==> config.mk <==
export PLATFORM = sky130hd
export DESIGN_NAME = cfd_decoder
export DESIGN_NICKNAME = d
export VERILOG_FILES = /design/src/verilog/cfd_decoder.v
export VERILOG_INCLUDE_DIRS = /design/src /design/src/verilog
export SDC_FILE = /design/constraint.sdc
export NUM_CORES = 1
export LEC_CHECK = 0
export ABC_AREA = 1
export ABC_CLOCK_PERIOD_IN_PS = 2350
export BUFFER_PORTS_ARGS = -buffer_cell sky130_fd_sc_hd__buf_2
export CAP_MARGIN = 30
export CORE_MARGIN = 2
export CORE_UTILIZATION = 48
export DETAILED_ROUTE_END_ITERATION = 16
export GPL_TIMING_DRIVEN = 0
export PLACE_DENSITY_LB_ADDON = 0.08
export SYNTH_ARGS = -nofsm -noshare
export SYNTH_HDL_FRONTEND = slang
export SYNTH_SLANG_ARGS = --single-unit
==> constraint.sdc <==
create_clock -name mclk -period 2.35 [get_ports mclk]
set_clock_uncertainty 0.05 [all_clocks]
set_input_delay 0.47 -clock mclk [delete_from_list [all_inputs] [get_ports mclk]]
set_output_delay 0.47 -clock mclk [all_outputs]
set_load 0.05 [all_outputs]
==> src/verilog/cfd_regs.vh <==
// Constants of the control-field decoder: codes, step kinds and durations.
// Assumes a 100 MHz mclk; included by the decoder module only.
`ifndef CFD_REGS_VH
`define CFD_REGS_VH
`define CFD_CLK_MHZ        100
// Tenth-position auxiliary codes
`define CFD_AUX_COMPARE    4'h1
`define CFD_AUX_FIELD      4'h2
`define CFD_AUX_COMBINED   4'h3
`define CFD_AUX_NOSEQ      4'h4
`define CFD_AUX_PRERESET   4'h5
`define CFD_AUX_BLANKCHK   4'h6
// Step kinds presented with an instruction
`define CFD_KIND_DRUM      2'h0
`define CFD_KIND_SEEK      2'h1
`define CFD_KIND_DISK_DRUM 2'h2
`define CFD_KIND_DRUM_DISK 2'h3
// Nominal step times in milliseconds
`define CFD_SEEK_MS        50
`define CFD_DRUM_MS        30
`define CFD_DISK_DRUM_MS   55
`define CFD_DRUM_DISK_MS   105
// Compare span limits
`define CFD_COL_MAX        7'h64
`define CFD_FIELD_MAX      4'ha
`define CFD_FIELD_WIDTH    10
// Character codes of blank and zero in six-bit form
`define CFD_CHAR_BLANK     6'h00
`define CFD_CHAR_ZERO      6'h0a
`endif

==> src/verilog/cfd_decoder.v <==
// Control-field decoder: ninth and tenth instruction positions and step timing.
// Assumes the instruction store presents one instruction with a valid strobe and
// that transfer characters arrive one per cycle while the step runs.
//
// Contract
// - Any of 47 ninth-position symbols hands the step to its plugboard hub.
// - Code 1 compares source and destination over 1 to 100 columns.
// - Code 2 compares one to ten ten-position fields, source against destination.
// - Code 3 runs column compare and field compare on one transfer.
// - Code 4 inhibits access-unit alternation for that step.
// - Code 5 clears the accumulator before add, subtract or multiply.
// - Code 6 flags a transfer of all blanks or all zeros.
// - Same-track seek completes in a nominal 50 ms.
// - Disk-to-drum step takes nominally 55 ms, within 30 to 80 ms.
// - Drum-to-disk step takes nominally 105 ms, within 80 to 130 ms.
`timescale 1ns/1ps
`include "cfd_regs.vh"
module cfd_decoder #(
   parameter SEEK_CYC      = `CFD_SEEK_MS * `CFD_CLK_MHZ * 1000,
   parameter DRUM_CYC      = `CFD_DRUM_MS * `CFD_CLK_MHZ * 1000,
   parameter DISK_DRUM_CYC = `CFD_DISK_DRUM_MS * `CFD_CLK_MHZ * 1000,
   parameter DRUM_DISK_CYC = `CFD_DRUM_DISK_MS * `CFD_CLK_MHZ * 1000,
   parameter HUBS          = 47
)(
   input  wire            mclk,
   input  wire            reset,
   input  wire            clk_en,
   input  wire            instr_valid,
   input  wire [5:0]      ctl_char,
   input  wire [3:0]      aux_code,
   input  wire [1:0]      step_kind,
   input  wire [6:0]      col_count,
   input  wire [3:0]      field_count,
   input  wire            xfer_valid,
   input  wire [5:0]      src_char,
   input  wire [5:0]      dst_char,
   output reg             instr_ready,
   output reg  [HUBS-1:0] hub_q,
   output reg             col_cmp_en_q,
   output reg             field_cmp_en_q,
   output reg             seq_inhibit_q,
   output reg             acc_reset_q,
   output reg             col_equal_q,
   output reg             field_equal_q,
   output reg             blank_xmit_q,
   output reg             step_done_q
);
   localparam S_IDLE = 3'b001;
   localparam S_RUN  = 3'b010;
   localparam S_DONE = 3'b100;

   reg [2:0]  state_q;
   reg [31:0] timer_q;
   reg [6:0]  cols_q;
   reg [6:0]  seen_q;
   reg        field_ok_q;
   reg        all_blank_q;
   reg        all_zero_q;
   reg        chk_blank_q;
   reg [31:0] dur_d;
   reg [6:0]  span_d;
   reg        col_equal_d;
   reg        field_equal_d;
   reg        blank_xmit_d;
   wire       ctl_hit;
   wire       take_instr;
   wire       take_char;
   wire       pair_same;
   wire       src_blank;
   wire       src_zero;
   wire       timer_zero;
   wire [31:0] timer_load;
   wire [HUBS-1:0] hub_d;

   // Symbols 1..47 map to hubs 0..46; code 0 means no panel control
   assign ctl_hit    = (ctl_char != 6'h00) && (ctl_char <= HUBS);
   assign take_instr = instr_valid && instr_ready;
   // Characters past the span are ignored so a long transfer cannot spoil the result
   assign take_char  = xfer_valid && (seen_q < cols_q);
   assign pair_same  = (src_char == dst_char);
   assign src_blank  = (src_char == `CFD_CHAR_BLANK);
   assign src_zero   = (src_char == `CFD_CHAR_ZERO);
   // The zero count takes a run cycle, so the timer starts one short; the done state adds one more
   assign timer_zero = (timer_q == 32'h0);
   assign timer_load = (dur_d == 32'h0) ? 32'h0 : dur_d - 32'h1;

   always @*
   begin
      case (step_kind)
         `CFD_KIND_SEEK:      dur_d = SEEK_CYC;
         `CFD_KIND_DISK_DRUM: dur_d = DISK_DRUM_CYC;
         `CFD_KIND_DRUM_DISK: dur_d = DRUM_DISK_CYC;
         default:             dur_d = DRUM_CYC;
      endcase
      // Field compare spans whole ten-position fields, clipped to 1..10 fields
      if (aux_code == `CFD_AUX_FIELD || aux_code == `CFD_AUX_COMBINED)
      begin
         // Ten fields of ten positions meet the same hundred-column ceiling
         if (field_count == 4'h0 || field_count > `CFD_FIELD_MAX)
            span_d = 7'h64;
         else
            span_d = field_count * 7'd10;
      end
      else if (col_count == 7'h00 || col_count > `CFD_COL_MAX)
         span_d = `CFD_COL_MAX;
      else
         span_d = col_count;
   end

   // One comparator per hub; symbol k+1 lights hub k, all others stay dark
   genvar gi;
   generate
      for (gi = 0; gi < HUBS; gi = gi + 1)
      begin : g_hub
         assign hub_d[gi] = ctl_hit && (ctl_char == gi + 1);
      end
   endgenerate

   // Column and field compares share one running flag; a combined step spans
   // whole fields, so both results agree on it
   always @*
   begin
      col_equal_d   = col_cmp_en_q && field_ok_q;
      field_equal_d = field_cmp_en_q && field_ok_q;
      // Either uniform fill counts as a blank transmission
      blank_xmit_d  = chk_blank_q && (all_blank_q || all_zero_q);
   end

   always @(posedge mclk)
   begin
      if (reset)
      begin
         state_q        <= S_IDLE;
         timer_q        <= 32'h0;
         cols_q         <= 7'h00;
         seen_q         <= 7'h00;
         field_ok_q     <= 1'b1;
         all_blank_q    <= 1'b1;
         all_zero_q     <= 1'b1;
         chk_blank_q    <= 1'b0;
         instr_ready    <= 1'b0;
         hub_q          <= {HUBS{1'b0}};
         col_cmp_en_q   <= 1'b0;
         field_cmp_en_q <= 1'b0;
         seq_inhibit_q  <= 1'b0;
         acc_reset_q    <= 1'b0;
         col_equal_q    <= 1'b0;
         field_equal_q  <= 1'b0;
         blank_xmit_q   <= 1'b0;
         step_done_q    <= 1'b0;
      end
      else if (clk_en)
      begin
         step_done_q <= 1'b0;
         acc_reset_q <= 1'b0;
         case (state_q)
            S_IDLE:
            begin
               instr_ready <= 1'b1;
               if (take_instr)
               begin
                  // Ready falls at the taking edge so a held request is never taken twice
                  instr_ready    <= 1'b0;
                  state_q        <= S_RUN;
                  timer_q        <= timer_load;
                  cols_q         <= span_d;
                  seen_q         <= 7'h00;
                  field_ok_q     <= 1'b1;
                  all_blank_q    <= 1'b1;
                  all_zero_q     <= 1'b1;
                  // Hub stands for the whole step so the panel sees a steady level
                  hub_q          <= hub_d;
                  // Codes outside 1..6 leave every auxiliary action off
                  col_cmp_en_q   <= (aux_code == `CFD_AUX_COMPARE) ||
                                    (aux_code == `CFD_AUX_COMBINED);
                  field_cmp_en_q <= (aux_code == `CFD_AUX_FIELD) ||
                                    (aux_code == `CFD_AUX_COMBINED);
                  seq_inhibit_q  <= (aux_code == `CFD_AUX_NOSEQ);
                  // Pulse ahead of the arithmetic so the clear lands first
                  acc_reset_q    <= (aux_code == `CFD_AUX_PRERESET);
                  chk_blank_q    <= (aux_code == `CFD_AUX_BLANKCHK);
                  col_equal_q    <= 1'b0;
                  field_equal_q  <= 1'b0;
                  blank_xmit_q   <= 1'b0;
               end
            end
            S_RUN:
            begin
               if (take_char)
               begin
                  seen_q <= seen_q + 7'h01;
                  if (!pair_same)
                     field_ok_q <= 1'b0;
                  if (!src_blank)
                     all_blank_q <= 1'b0;
                  if (!src_zero)
                     all_zero_q <= 1'b0;
               end
               // Step length is fixed by the transfer kind, not by data arrival
               if (timer_zero)
                  state_q <= S_DONE;
               else
                  timer_q <= timer_q - 32'h1;
            end
            default:
            begin
               // Results and the done pulse leave together so no stale flag is seen
               col_equal_q   <= col_equal_d;
               field_equal_q <= field_equal_d;
               blank_xmit_q  <= blank_xmit_d;
               hub_q         <= {HUBS{1'b0}};
               seq_inhibit_q <= 1'b0;
               step_done_q   <= 1'b1;
               state_q       <= S_IDLE;
            end
         endcase
      end
   end
endmodule

==> impl_metrics.ini <==
[place]
routabilityCongestion = 0.964
hpwlAfterDp_mm = 12.7
placed_area_mm2 = 0.00692
port_buffers = 95
place_ws_ns = 0.268

[sta]
clock.fmax_mhz = 482
min_period_over_period_pct = 88.3
finalCriticalPeriod_ns = 2.07
finalSetupViolCount = 0
slew_headroom_pct = 45.4
worst_slack_ns = 0.275
finalSetupTns_ns = 0
rsz0062_at_grt = no
hold_viol = 0
worst_pin_slew_ns = 0.819
finalMaxSlewViolations = 0

[global_route]
grt_pass1_vias = 5884
grt_antenna_before_repair = 0
grt_start_max_net_pins = 19
grt_overflow_total = 0
track_usage_pct = 25.1
grt_pass1_wl_mm = 28.3

[worst_setup_path]
critPathLaunchType = register
path_class = reg -> reg
reg2reg_depth = 10
cp.depth = 10
r2r-end = field_ok_q$_SDFFE_PP1P_
max_stage_delay_ns = 0.41
crit_slowest_cell = dfxtp_1
crit_buf_inv = 1
r2r_start = seen_q[6]$_SDFFE_PP0P_
critPathLaunch = seen_q[6]$_SDFFE_PP0P_
r2r_setup_slack_ns = 0.28
cp-endpoint = field_ok_q$_SDFFE_PP1P_
cpMostUsedCell = nand2_1
crit_required_ns = 2.55
cp.arrival_ns = 2.27
crit_chain = ha_1 -> nand2_1 -> nand3b_1 -> o21bai_1 -> o21ai_1 -> nand2_2 -> inv_2 -> nand2_1 -> nand2_1 -> nand2_1
end_kind = register
crit_family = compound AO/OA/AOI/OAI gates
cp_max_fo = 8

[die]
dieWidth_um = 118
rows = 41
die-height_um = 118
initial_core_util_pct = 49.3
io_pins = 96
core-area_mm2 = 0.0126
die_area_mm2 = 0.0139

[logic_synthesis]
syn-num-nets = 965
syn_area_mm2 = 0.00623
synth_top_cell_by_area = dfxtp_1
ys_warn_count = 0
synth_seq_cells = 109
synth_flop_cell = dfxtp_1
synth.top_cell.area_share_pct = 35.0
synthTopCellsByArea = dfxtp_1 35%, nand2_1 12%, nor2_1 6.8%
avgSynthCellArea_um2 = 6.88
synth_edf_count = 0
syn_inst = 905
ys_seq_area_share_pct = 35.0
ys_types = 45
async_flop_share_pct = 0

[drt]
wl_per_cell_um = 14.1
totalWireLength_mm = 16.8
vias_per_cell = 5.15
drc = 0
drt-pass1-iter-count = 5
route.vias.total = 6115
postRouteAntennaNets = 0
drt_iter0_drc = 405

[power_and_ir_drop]
comb_power_share_pct = 44.1
p_per_area_mw_per_mm2 = 970
seq_power_share_pct = 33.5
switching_share_pct = 44.2
p_switching_mw = 3.09
ir_drop_mv = 0.524
p_leak_nw = 3.43
p_int_mw = 3.91
total_power_mw = 7.00
p_clk_share_pct = 22.5

[hold_path]
min_path_type = in -> reg

[job]
cap_viol_max_count = 0

[clocking]
post_cts_buffers = 0
cts_sinks = 109
post_cts_resized = 0
cts_buffers = 9
postCtsHoldBufs = 0
h-tree-depth = 3
clkTransAtPathRegs_ns = 0.07
cts_root_buf = clkbuf_16
clockBufferDepth = 2
cts_tree = done
clk_latency_ns = 0.36

[final_layout]
fin_nets = 1072
drive_gt1_share_pct = 18.6
syn2layout_area_growth_pct = 15.9
diodes = 0
fin_area_mm2 = 0.00722
fill_cells = 1314

[run_status]
status = finished, final reports clean
[cell usage in the layout, fill, tap and decap left out, types with 2 or more instances in the layout]
master     instances
a21oi_1           50
clkbuf_1          11
inv_1             91
o21ai_0           66
o21bai_1           4
a31oi_1            3
a21oi_2           10
nand3_4            2
nand2_4            5
nand4_1           18
inv_6              2
nand2_2           12
nor3b_1            4
dfxtp_1          109
nor4_1             3
nor2_1           112
nor2_4             4
or2_2              5
nand3_1           77
o211ai_1           2
xnor2_1            7
nand3b_1           3
nor3_1             8
o21ai_1           13
nor2_8             2
a211oi_1           2
xor2_1             5
buf_4              2
clkinv_2           2
nand2_1          204
buf_2            107
ha_1              19
o31ai_1            2
buf_1              2
a2bb2oi_1         10
buf_6              4
nor2_2            10
inv_2              4
clkbuf_16          9
[metal layers]
layer	routed length (µm)	share of wire, %	vias up	GRT usage (%)
met1	7970	47	2801	32.5
met2	7810	47	115	42.1
met3	705	4.2	22	5.04
met5	0	0	-	0
met4	305	1.8	0	7.38
li1	-	-	3177	-
[worst min path at each step]
stage,startpoint,end,slack (ns),cells past startpoint
after floorplan,all_blank_q$_SDFFE_PP1P_,all_blank_q$_SDFFE_PP1P_,0.36,2
after global placement,all_zero_q$_SDFFE_PP1P_,all_zero_q$_SDFFE_PP1P_,0.38,2
after detailed placement,all_zero_q$_SDFFE_PP1P_,all_zero_q$_SDFFE_PP1P_,0.38,2
after CTS,aux_code[0],col_cmp_en_q$_SDFFE_PP0P_,0.34,3
after global routing,col_count[1],cols_q[1]$_SDFFE_PP0P_,0.36,3
final,aux_code[0],col_cmp_en_q$_SDFFE_PP0P_,0.35,3
[tightest hold or removal path: cells and delay by family]
kind,cells,cell delay (ns)
buffers and inverters,1,0.11
AOI/OAI and AO/OA,1,0.05
and+or+nand+nor,1,0.07
[cell usage after synthesis, drive strengths merged (4+ instances only)]
cell,instances
nand4,19
a2bb2oi,10
nand3,79
xnor2,7
inv,95
a31oi,4
nand2,221
dfxtp,109
ha,19
clkbuf,11
nor3b,4
buf,20
or2,5
nor3,9
o21ai,80
nor2,128
o21bai,4
nor4,4
a21oi,60
xor2,5
[power by group through the flow]
stage | registers, mW | logic (mW) | clock network [mW]
2_1_floorplan | 2.77 | 1.98 | 0
3_3_place_gp | 2.38 | 3.06 | 0
3_5_place_dp | 2.37 | 3.08 | 0
4_1_cts | 2.34 | 3.09 | 1.61
5_1_grt | 2.38 | 3.45 | 1.67
6_report | 2.34 | 3.08 | 1.57
[through the flow]
step / hold WS (ns) / std cells / util (%)
floorplan: 0.363 / 905 / -
global placement: 0.375 / 1172 / 54.8
detailed placement: 0.377 / 1173 / 54.9
CTS: 0.341 / 1188 / 57.2
global route: 0.358 / 1188 / 57.2
finish: 0.349 / 1188 / 57.2
[sequential cells by signal, indices dropped and copies added, names as in the netlist]
signal,count
field_cmp_en_q,1
instr_ready,1
col_cmp_en_q,1
step_done_q,1
seen_q,7
state_q,3
all_blank_q,1
all_zero_q,1
hub_q,47
col_equal_q,1
field_ok_q,1
blank_xmit_q,1
chk_blank_q,1
timer_q,32
field_equal_q,1
cols_q,7
seq_inhibit_q,1
acc_reset_q,1
[cells by family (layout without fill, tap and decap cells)]
group / after synthesis / count (layout) / synth area share, %
AO/OA/AOI/OAI: 165 / 165 / 15.3
buffers and inverters: 127 / 238 / 8.74
AND/OR/NAND/NOR: 472 / 472 / 35.1
flip-flops: 109 / 109 / 35.0
XOR/XNOR: 12 / 12 / 1.69
adder cells (fa/ha/maj): 20 / 20 / 4.14
[area by class of cell]
cell class              count  area [µm²]  share of cell area, %
multi-input cells         669        3500                   48.5
flip-flops and latches    109        2180                   30.2
repair buffers             96         480                   6.66
inverters                  96         360                   4.99
clock buffers               9         225                   3.12
well taps                 172         215                   2.98
plain buffers              31         184                   2.55
clock inverters             6        68.8                  0.954
No activity file was read; power rests on OpenSTA's default activity.
